## src/design/tsync_cfg_pkg.sv

```systemverilog
// Package of field layouts, codes and register map for the time sync config bank
package tsync_cfg_pkg;
	// ****************************************
	// Record widths
	// ****************************************
	localparam int SEC_W = 32;
	localparam int NS_W = 32;
	localparam int FRAC_W = 2;
	localparam int LEAP_W = 16;
	localparam int IVL_W = 32;
	localparam int MASK_W = 8;
	localparam int PROTO_W = 2;
	localparam int GNSS_W = 4;
	localparam int RATE_W = 4;
	// ****************************************
	// Codes
	// ****************************************
	typedef enum logic [1:0] {
		PROTO_NMEA = 2'b00,
		PROTO_UBX = 2'b01,
		PROTO_TSIP = 2'b10,
		PROTO_ESIP = 2'b11
	} proto_type;
	localparam logic [3:0] GNSS_ANY = 4'h0;
	localparam logic [3:0] GNSS_COMBINED = 4'h1;
	localparam logic [3:0] GNSS_GPS = 4'h2;
	localparam logic [3:0] GNSS_GLONASS = 4'h3;
	localparam logic [3:0] GNSS_GALILEO = 4'h4;
	localparam logic [3:0] GNSS_BEIDOU = 4'h5;
	localparam logic [3:0] RATE_CODE_MAX = 4'hc;
	localparam logic [7:0] FIX_MAX = 8'h04;
	localparam logic [1:0] SPOOF_MAX = 2'h2;
	localparam logic [2:0] ANT_MAX = 3'h4;
	// ****************************************
	// Register map (byte addresses)
	// ****************************************
	localparam logic [7:0] ADDR_CONTROL = 8'h00;
	localparam logic [7:0] ADDR_SUPPRESS = 8'h04;
	localparam logic [7:0] ADDR_CORR_SEC = 8'h08;
	localparam logic [7:0] ADDR_CORR_NS = 8'h0c;
	localparam logic [7:0] ADDR_BAUD_DIV = 8'h10;
	localparam logic [7:0] ADDR_STATUS = 8'h14;
	localparam logic [7:0] ADDR_TIME_SEC = 8'h18;
	localparam logic [7:0] ADDR_TIME_NS = 8'h1c;
	localparam logic [7:0] ADDR_LEAP = 8'h20;
	localparam logic [7:0] ADDR_HEALTH = 8'h24;
	localparam logic [7:0] ADDR_SATS = 8'h28;
	localparam logic [7:0] ADDR_ADJ_IVL = 8'h2c;
	// Control field positions
	localparam int CTL_ENABLE = 0;
	localparam int CTL_POLARITY = 1;
	localparam int CTL_PROTO_LSB = 4;
	localparam int CTL_GNSS_LSB = 8;
	localparam int CTL_RATE_LSB = 12;
	localparam int CTL_CORR_FRAC_LSB = 16;
	localparam int CTL_CORR_SIGN = 18;
	// Reset values
	localparam logic [31:0] CONTROL_RST = 32'h0000_7002;
	localparam logic [31:0] ZERO_RST = 32'h0000_0000;
	localparam logic [7:0] SUPPRESS_RST = 8'h00;
	localparam logic [31:0] UNMAPPED_DATA = 32'h0000_0000;
endpackage

```

## src/design/tsync_cfg_bank.sv

```systemverilog
// Static configuration and status bank of the time sync slave, AHB-Lite slave
//
// The placing of the registers and the AHB-Lite slave port were left to the implementer.
`timescale 1ns/1ps
module tsync_cfg_bank
	import tsync_cfg_pkg::*;
(
	input wire logic hclk,
	input wire logic hresetn,
	input wire logic hsel,
	input wire logic [31:0] haddr,
	input wire logic [1:0] htrans,
	input wire logic hwrite,
	input wire logic [2:0] hsize,
	input wire logic [31:0] hwdata,
	input wire logic hready,
	output logic hreadyout,
	output logic hresp,
	output logic [31:0] hrdata,
	// Parser side status sources
	input wire logic serial_rx,
	input wire logic [SEC_W-1:0] parsed_sec,
	input wire logic [NS_W-1:0] parsed_ns,
	input wire logic parsed_jump,
	input wire logic parsed_valid,
	input wire logic [LEAP_W-1:0] leap_offset_value,
	input wire logic leap_offset_qualified,
	input wire logic short_minute_flag,
	input wire logic long_minute_flag,
	input wire logic leap_from_utc_sentence,
	input wire logic leap_valid,
	input wire logic [7:0] fix_type,
	input wire logic position_solution_good,
	input wire logic [1:0] spoof_monitor_code,
	input wire logic solution_info_qualified,
	input wire logic [1:0] interference_level_code,
	input wire logic [7:0] cw_interference_scale,
	input wire logic [2:0] rf_input_condition,
	input wire logic rf_info_qualified,
	input wire logic [7:0] sats_visible_count,
	input wire logic [7:0] sats_tracked_count,
	input wire logic sat_counts_qualified,
	input wire logic health_valid,
	// Outputs toward the core
	output logic core_enable,
	output logic serial_rx_norm,
	output logic [1:0] protocol_sel,
	output logic [GNSS_W-1:0] gnss_sel,
	output logic [MASK_W-1:0] message_suppress_mask,
	output logic [20:0] baud_divider,
	output logic [SEC_W-1:0] corr_time_sec,
	output logic [NS_W-1:0] corr_time_ns,
	output logic [FRAC_W-1:0] corr_time_frac,
	output logic corr_time_sign,
	output logic corr_time_jump,
	output logic corr_time_valid,
	output logic adj_valid,
	output logic [IVL_W-1:0] adj_interval,
	output logic core_state_qualified,
	output logic leap_info_qualified,
	output logic receiver_health_qualified
);
	// ****************************************
	// Bus slave
	// ****************************************
	logic wr_pend_q;
	logic [7:0] addr_q;
	logic [31:0] control_q;
	logic [MASK_W-1:0] suppress_q;
	logic [31:0] corr_sec_q;
	logic [31:0] corr_ns_q;
	logic [31:0] adj_ivl_q;
	logic [31:0] rd_d;
	logic [SEC_W-1:0] time_sec_q;
	logic [NS_W-1:0] time_ns_q;
	logic [LEAP_W+2:0] leap_q;
	logic [25:0] health_q;
	logic [16:0] sats_q;
	logic [FRAC_W-1:0] corr_frac;
	logic corr_sign;
	logic [3:0] rate_code;
	logic [1:0] proto;
	logic health_proto;
	logic leap_proto;
	logic [20:0] div_d;
	logic take;

	assign take = hsel && hready && htrans[1];
	assign corr_frac = control_q[CTL_CORR_FRAC_LSB +: FRAC_W];
	assign corr_sign = control_q[CTL_CORR_SIGN];
	assign rate_code = control_q[CTL_RATE_LSB +: RATE_W];
	assign proto = control_q[CTL_PROTO_LSB +: PROTO_W];
	assign health_proto = (proto == PROTO_UBX) || (proto == PROTO_TSIP);

	// Zero wait states: write data lands in the data phase
	always_ff @(posedge hclk or negedge hresetn) begin
		if (!hresetn) begin
			wr_pend_q <= 1'b0;
			addr_q <= 8'h00;
		end else begin
			wr_pend_q <= take && hwrite;
			if (take) begin
				addr_q <= {haddr[7:2], 2'b00};
			end
		end
	end

	always_ff @(posedge hclk or negedge hresetn) begin
		if (!hresetn) begin
			hreadyout <= 1'b1;
			hresp <= 1'b0;
		end else begin
			hreadyout <= 1'b1;
			hresp <= 1'b0;
		end
	end

	always_ff @(posedge hclk or negedge hresetn) begin
		if (!hresetn) begin
			control_q <= CONTROL_RST;
			suppress_q <= SUPPRESS_RST;
			corr_sec_q <= ZERO_RST;
			corr_ns_q <= ZERO_RST;
			adj_ivl_q <= ZERO_RST;
		end else if (wr_pend_q) begin
			if (addr_q == ADDR_CONTROL) begin
				control_q <= hwdata;
			end else if (addr_q == ADDR_SUPPRESS) begin
				suppress_q <= hwdata[MASK_W-1:0];
			end else if (addr_q == ADDR_CORR_SEC) begin
				corr_sec_q <= hwdata;
			end else if (addr_q == ADDR_CORR_NS) begin
				corr_ns_q <= hwdata;
			end else if (addr_q == ADDR_ADJ_IVL) begin
				adj_ivl_q <= hwdata;
			end
		end
	end

	// Read data registered at address phase so it stands in data phase
	always_comb begin
		rd_d = UNMAPPED_DATA;
		if (haddr[7:0] == ADDR_CONTROL) begin
			rd_d = control_q;
		end else if (haddr[7:0] == ADDR_SUPPRESS) begin
			rd_d = {24'h000000, suppress_q};
		end else if (haddr[7:0] == ADDR_CORR_SEC) begin
			rd_d = corr_sec_q;
		end else if (haddr[7:0] == ADDR_CORR_NS) begin
			rd_d = corr_ns_q;
		end else if (haddr[7:0] == ADDR_BAUD_DIV) begin
			rd_d = {11'h000, baud_divider};
		end else if (haddr[7:0] == ADDR_STATUS) begin
			rd_d = {29'h0, receiver_health_qualified, leap_info_qualified,
				core_state_qualified};
		end else if (haddr[7:0] == ADDR_TIME_SEC) begin
			rd_d = corr_time_sec;
		end else if (haddr[7:0] == ADDR_TIME_NS) begin
			rd_d = corr_time_ns;
		end else if (haddr[7:0] == ADDR_LEAP) begin
			rd_d = {13'h0000, leap_q};
		end else if (haddr[7:0] == ADDR_HEALTH) begin
			rd_d = {6'h00, health_q};
		end else if (haddr[7:0] == ADDR_SATS) begin
			rd_d = {15'h0000, sats_q};
		end else if (haddr[7:0] == ADDR_ADJ_IVL) begin
			rd_d = adj_ivl_q;
		end
	end

	always_ff @(posedge hclk or negedge hresetn) begin
		if (!hresetn) begin
			hrdata <= ZERO_RST;
		end else if (take && !hwrite) begin
			hrdata <= rd_d;
		end
	end

	// ****************************************
	// Configuration outputs
	// ****************************************
	always_ff @(posedge hclk or negedge hresetn) begin
		if (!hresetn) begin
			core_enable <= 1'b0;
			protocol_sel <= 2'b00;
			gnss_sel <= GNSS_ANY;
			message_suppress_mask <= SUPPRESS_RST;
			adj_valid <= 1'b0;
			adj_interval <= ZERO_RST;
		end else begin
			core_enable <= control_q[CTL_ENABLE];
			protocol_sel <= proto;
			// Codes above five are unknown; treat as any
			gnss_sel <= (control_q[CTL_GNSS_LSB +: GNSS_W] > GNSS_BEIDOU) ?
				GNSS_ANY : control_q[CTL_GNSS_LSB +: GNSS_W];
			// Bits 5..7 only mean something under ESIP
			message_suppress_mask <= (proto == PROTO_ESIP) ? suppress_q :
				{3'b000, suppress_q[4:0]};
			// NMEA and ESIP share no UTC sentence meaning for bit 2
			if (proto == PROTO_ESIP) begin
				message_suppress_mask[2] <= 1'b0;
			end
			adj_valid <= control_q[CTL_ENABLE];
			adj_interval <= adj_valid ? adj_ivl_q : ZERO_RST;
		end
	end

	// Serial receive with selectable polarity
	always_ff @(posedge hclk or negedge hresetn) begin
		if (!hresetn) begin
			serial_rx_norm <= 1'b1;
		end else begin
			serial_rx_norm <= control_q[CTL_POLARITY] ? serial_rx : ~serial_rx;
		end
	end

	// Baud divider from rate code, clock 200 MHz
	always_comb begin
		case (rate_code)
			4'h0: div_d = 21'd166667;
			4'h1: div_d = 21'd83333;
			4'h2: div_d = 21'd41667;
			4'h3: div_d = 21'd20833;
			4'h4: div_d = 21'd10417;
			4'h5: div_d = 21'd5208;
			4'h6: div_d = 21'd3472;
			4'h7: div_d = 21'd1736;
			4'h8: div_d = 21'd868;
			4'h9: div_d = 21'd434;
			4'ha: div_d = 21'd217;
			4'hb: div_d = 21'd200;
			4'hc: div_d = 21'd100;
			default: div_d = 21'd1736;
		endcase
	end

	always_ff @(posedge hclk or negedge hresetn) begin
		if (!hresetn) begin
			baud_divider <= 21'd1736;
		end else begin
			baud_divider <= div_d;
		end
	end

	// ****************************************
	// Time correction
	// ****************************************
	// Nanosecond carry folded into seconds; sign selects subtract
	logic [32:0] ns_sum;
	logic [31:0] ns_fix;
	logic carry;
	always_comb begin
		ns_sum = 33'h0;
		ns_fix = 32'h0;
		carry = 1'b0;
		if (!corr_sign) begin
			ns_sum = {1'b0, parsed_ns} + {1'b0, corr_ns_q};
			carry = ns_sum >= 33'd1000000000;
			ns_fix = carry ? 32'(ns_sum - 33'd1000000000) : ns_sum[31:0];
		end else begin
			carry = parsed_ns < corr_ns_q;
			ns_fix = carry ? 32'(parsed_ns + 32'd1000000000 - corr_ns_q) :
				32'(parsed_ns - corr_ns_q);
		end
	end

	always_ff @(posedge hclk or negedge hresetn) begin
		if (!hresetn) begin
			corr_time_sec <= ZERO_RST;
			corr_time_ns <= ZERO_RST;
			corr_time_frac <= 2'b00;
			corr_time_sign <= 1'b0;
			corr_time_jump <= 1'b0;
			corr_time_valid <= 1'b0;
		end else begin
			corr_time_valid <= parsed_valid && core_enable;
			if (parsed_valid && core_enable) begin
				corr_time_sec <= corr_sign ? 32'(parsed_sec - corr_sec_q - {31'h0, carry}) :
					32'(parsed_sec + corr_sec_q + {31'h0, carry});
				corr_time_ns <= ns_fix;
				corr_time_frac <= corr_frac;
				corr_time_sign <= 1'b0;
				corr_time_jump <= parsed_jump;
			end else begin
				corr_time_jump <= 1'b0;
			end
		end
	end

	// ****************************************
	// Status capture
	// ****************************************
	assign leap_proto = (proto != PROTO_NMEA) || leap_from_utc_sentence;

	always_ff @(posedge hclk or negedge hresetn) begin
		if (!hresetn) begin
			leap_q <= '0;
			health_q <= '0;
			sats_q <= '0;
		end else begin
			leap_q <= {long_minute_flag, short_minute_flag, leap_offset_qualified,
				leap_offset_value};
			if (health_proto && health_valid) begin
				health_q <= {rf_info_qualified, solution_info_qualified, spoof_monitor_code,
					(fix_type > FIX_MAX) ? FIX_MAX : fix_type, position_solution_good,
					cw_interference_scale, interference_level_code,
					rf_input_condition};
				sats_q <= {sat_counts_qualified, sats_tracked_count,
					sats_visible_count};
			end else if (!health_proto) begin
				health_q <= '0;
				sats_q <= '0;
			end
		end
	end

	always_ff @(posedge hclk or negedge hresetn) begin
		if (!hresetn) begin
			core_state_qualified <= 1'b0;
			leap_info_qualified <= 1'b0;
			receiver_health_qualified <= 1'b0;
		end else begin
			core_state_qualified <= core_enable;
			leap_info_qualified <= core_enable && leap_valid && leap_proto;
			receiver_health_qualified <= core_enable && health_valid && health_proto;
		end
	end

	// ****************************************
	// Checks
	// ****************************************
	a_enable_follows: assert property (@(posedge hclk) disable iff (!hresetn)
		$rose(control_q[CTL_ENABLE]) |-> ##1 core_enable ##1 core_state_qualified)
		else $error("enable did not reach core");
	a_health_proto_only: assert property (@(posedge hclk) disable iff (!hresetn)
		receiver_health_qualified |-> $past(health_proto))
		else $error("health qualified under wrong protocol");
	a_polarity_path: assert property (@(posedge hclk) disable iff (!hresetn)
		!control_q[CTL_POLARITY] |=> serial_rx_norm == !$past(serial_rx))
		else $error("polarity inversion wrong");
	a_esip_mask_only: assert property (@(posedge hclk) disable iff (!hresetn)
		proto != PROTO_ESIP |=> message_suppress_mask[7:5] == 3'b000)
		else $error("upper mask bits outside esip");
	a_leap_proto: assert property (@(posedge hclk) disable iff (!hresetn)
		leap_info_qualified |-> $past(leap_proto) && $past(leap_valid))
		else $error("leap qualified without source");
	a_corr_gated: assert property (@(posedge hclk) disable iff (!hresetn)
		corr_time_valid |-> $past(core_enable) && $past(parsed_valid))
		else $error("corrected time while inactive");
	a_rate_fast: assert property (@(posedge hclk) disable iff (!hresetn)
		rate_code == 4'h7 |=> baud_divider == 21'd1736)
		else $error("rate code seven wrong divider");
	a_bus_okay: assert property (@(posedge hclk) disable iff (!hresetn)
		hreadyout && !hresp)
		else $error("slave not ready or error");
endmodule // tsync_cfg_bank

```

## config.mk

```make
export PLATFORM = sky130hd
export DESIGN_NAME = tsync_cfg_bank
export DESIGN_NICKNAME = d
export VERILOG_FILES = /design/src/design/tsync_cfg_pkg.sv /design/src/design/tsync_cfg_bank.sv
export SDC_FILE = /design/constraint.sdc
export NUM_CORES = 1
export LEC_CHECK = 0
export BUFFER_PORTS_ARGS = -buffer_cell sky130_fd_sc_hd__buf_2
export CAP_MARGIN = 20
export CORE_MARGIN = 2
export CORE_UTILIZATION = 59
export DETAILED_ROUTE_END_ITERATION = 8
export GPL_TIMING_DRIVEN = 0
export PLACE_DENSITY = 0.8
export SLEW_MARGIN = 25
export SYNTH_ARGS = -nofsm -noshare
export SYNTH_HDL_FRONTEND = slang
export SYNTH_SLANG_ARGS = --single-unit
```

## constraint.sdc

```tcl
create_clock -name hclk -period 7.5 [get_ports hclk]
set_clock_uncertainty 0.1 [all_clocks]
set_input_delay 1.875 -clock hclk [delete_from_list [all_inputs] [get_ports hclk]]
set_output_delay 1.875 -clock hclk [all_outputs]
set_load 0.02 [all_outputs]
```

==> impl_metrics.env <==
export IMPL_finalSetupTns_ps=-3880
export IMPL_dp_cells=3751
export IMPL_worst_setup_path_type="in -> reg"
export IMPL_critPathSlowestCell="or4_4"
export IMPL_fmax_mhz=122
export IMPL_end_kind="register"
export IMPL_dieArea_sq_mm=0.0455
export IMPL_drtAntennaViolNets=0
export IMPL_synth_area_leader_cell="dfrtp_1"
export IMPL_setup_ws_ps=-688
export IMPL_antenna_found_initial=8
export IMPL_synth_xor_area_frac=0.0524
export IMPL_synth_top_area_frac=0.352
export IMPL_chipHeight_microns=213
export IMPL_r2r_start="corr_ns_q[2]"
export IMPL_overflow=0
export IMPL_synthAdderAreaFrac=0.119
export IMPL_sw_frac_of_total=0.444
export IMPL_grt_pass1_vias=24664
export IMPL_p_comb_frac=0.490
export IMPL_instances_no_fill=3884
export IMPL_vdd_drop_max_mv=0.198
export IMPL_power_density_mw_per_mm2=312
export IMPL_leakagePower_nw=14.5
export IMPL_nFillCells=3300
export IMPL_areaGrowthSynthToFinish_pct=21.2
export IMPL_violations="negative setup slack"
export IMPL_ys_seq_elements=374
export IMPL_slew_headroom=0.242
export IMPL_path_clk_slew_ps=70
export IMPL_drive_above_1_share=0.249
export IMPL_fp_coreArea_sq_mm=0.0432
export IMPL_cp_top_family="compound AO/OA/AOI/OAI gates"
export IMPL_ff2ff_path_depth=33
export IMPL_dp_hpwl_microns=80300
export IMPL_worstPathArrival_ps=8560
export IMPL_min_path_type="reg -> reg"
export IMPL_crit_path_max_incr_delay_ps=500
export IMPL_nNetsFinal=3706
export IMPL_maxCapViolCount=0
export IMPL_clockRootBuffer="clkbuf_16"
export IMPL_p_clk_frac=0.200
export IMPL_critPathRequiredTime_ps=7870
export IMPL_finalCritPeriodShare=1.09
export IMPL_status="complete, but fails checks"
export IMPL_critPathLaunchType="input port"
export IMPL_sequentialPowerShare=0.310
export IMPL_gp_congestion=1.02
export IMPL_reg2reg_to="corr_time_sec[31]"
export IMPL_drc=0
export IMPL_grt_use_met2=0.687
export IMPL_cp_num_buf_inv=6
export IMPL_whs_path_depth=0
export IMPL_drt_wl_total_microns=104000
export IMPL_grt_use_total=0.446
export IMPL_met1_usage=0.567
export IMPL_synth_top_family_by_area="compound AO/OA/AOI/OAI gates"
export IMPL_numCtsBuffers=39
export IMPL_cts_buffer_depth=3
export IMPL_tightest_slew_ps=1140
export IMPL_p_int_mw=5.43
export IMPL_worstHoldStart="control_q[0]"
export IMPL_grt_use_met3=0.104
export IMPL_slew_violations=0
export IMPL_ios=382
export IMPL_grt_pass1_wl_microns=150000
export IMPL_setup_violations_final=12
export IMPL_dr_first_iter_drc_count=3097
export IMPL_vias=25169
export IMPL_worst_hold_path_endpoint="adj_valid"
export IMPL_io_buffer_count=345
export IMPL_layout_common_cells="dfrtp_1 (364), buf_2 (350), inv_1 (232), nand2_1 (228), ha_1 (197)"
export IMPL_routedWlPerCell_microns=26.7
export IMPL_synthSimpleGateAreaFrac=0.140
export IMPL_synth_seq_area_share=0.362
export IMPL_ff2ff_setup_slack_ps=-20
export IMPL_synthTopCellsByArea="dfrtp_1 (35%), ha_1 (10%), mux2_2 (5.1%)"
export IMPL_htreeDepth=2
export IMPL_rsz0062_at_grt="yes"
export IMPL_yosysUniqueCellTypes=98
export IMPL_syn_inst=2812
export IMPL_clock_sinks=374
export IMPL_die_w_microns=213
export IMPL_vias_per_cell=6.48
export IMPL_tritoncts="done"
export IMPL_initial_core_util=0.599
export IMPL_mostFrequentLayoutCell="dfrtp_1"
export IMPL_syn_area_sq_mm=0.0259
export IMPL_rows=76
export IMPL_fin_crit_ps=8190
export IMPL_clk_latency_ps=550
export IMPL_busiest_layer="met2"
export IMPL_synth_avg_cell_area_sq_um=9.20
export IMPL_p_sw_mw=4.34
export IMPL_grt_max_degree=97
export IMPL_synth_edff_count=0
export IMPL_hold_viol_final=0
export IMPL_async_reset_ff_frac=1.00
export IMPL_synth_ff_type="dfrtp_1"
export IMPL_crit_fanout=9
export IMPL_ys_warn_count=0
export IMPL_dr_pass1_iters=9
export IMPL_muxShareOfSynthArea=0.0699
export IMPL_synth_compound_area_share=0.199
## state kept, by name (all words and copies together) (netlist names), 2 cells and up
register / cells
addr_q: 6
adj_interval: 32
adj_ivl_q: 32
baud_divider: 18
control_q: 32
corr_ns_q: 32
corr_sec_q: 32
corr_time_frac: 2
corr_time_ns: 32
corr_time_sec: 32
gnss_sel: 4
health_q: 26
hrdata: 32
leap_q: 19
message_suppress_mask: 8
protocol_sel: 2
sats_q: 17
suppress_q: 8
## synth_stat cells (all sizes together) (44+ instances only)
library cell / n
dfrtp: 364
inv: 239
nand2: 229
ha: 210
o21ai: 208
nor2: 175
a21oi: 161
mux2: 117
xnor2: 115
clkbuf: 91
nor2b: 59
a22oi: 49
a31oi: 49
and2: 49
mux2i: 49
nand3: 44
nor3: 44
## worst max path at each step
| stage | slack [ps] | end | cells after the start | startpoint |
|---|---|---|---|---|
| floorplan | -180 | corr_time_sec[30] | 29 | parsed_ns[0] |
| global placement | -2460 | corr_ns_q[28] | 1 | hresetn |
| detailed placement | -2080 | corr_time_sec[30] | 30 | parsed_ns[2] |
| CTS | -550 | corr_time_sec[30] | 30 | parsed_ns[0] |
| global route | -810 | corr_time_sec[31] | 35 | parsed_ns[19] |
| finish | -690 | corr_time_sec[31] | 34 | parsed_ns[11] |
## layer usage
metal / up-vias / share of wire
met5: - / 0.00069
met4: 12 / 0.074
met3: 423 / 0.11
met2: 1766 / 0.45
met1: 12132 / 0.37
li1: 10836 / -
## layout make-up
class                      instances  area (sq um)  area share
clock buffer                      55          1150      0.0366
tap                              585           732      0.0233
clock inverter                    16           120     0.00383
sequential                       374          9370       0.299
inverter                         243           912      0.0291
multi-input combinational       2067         16100       0.514
buffer                           132           607      0.0194
antenna                            1          2.50   0.0000798
timing repair buffer             411          2340      0.0747
## repair_timing
item	CTS	global route
pin swaps	66	50
endpoints found under the setup margin	22	19
gates cloned	0	0
hold buffers	0	0
hold endpoints to repair	0	0
gates resized for setup	135	66
buffers inserted	41	23
## metrics by stage
stage	setup slack [ps]	instance area (sq um)	util	hold WS, ps	total power, mW
after floorplan	-177	26000	-	262	5.63
after global placement	-2460	28500	0.659	272	7.04
after detailed placement	-2080	28600	0.662	278	7.13
after CTS	-554	30900	0.715	291	9.41
after global routing	-811	31400	0.726	314	10.2
final	-688	31400	0.726	293	9.77
## kinds of logic (layout without fill, tap and decap cells)
kind of cell / after synthesis / after routing
AO/OA/AOI/OAI: 768 / 768
AND/OR/NAND/NOR: 740 / 740
buffers and inverters: 376 / 857
flip-flops: 374 / 374
adder cells (fa/ha/maj): 232 / 232
multiplexers: 166 / 166
XOR/XNOR: 154 / 154
other: 2 / 8
## power groups by stage
stage	clock (mW)	combinational [mW]	sequential [mW]
after floorplan	0	2.56	3.07
after global placement	0	4.02	3.01
after detailed placement	0	4.11	3.02
after CTS	1.95	4.48	2.99
after global routing	2.03	5.13	3.03
final	1.95	4.79	3.03
No activity file was read; power rests on OpenSTA's default activity.
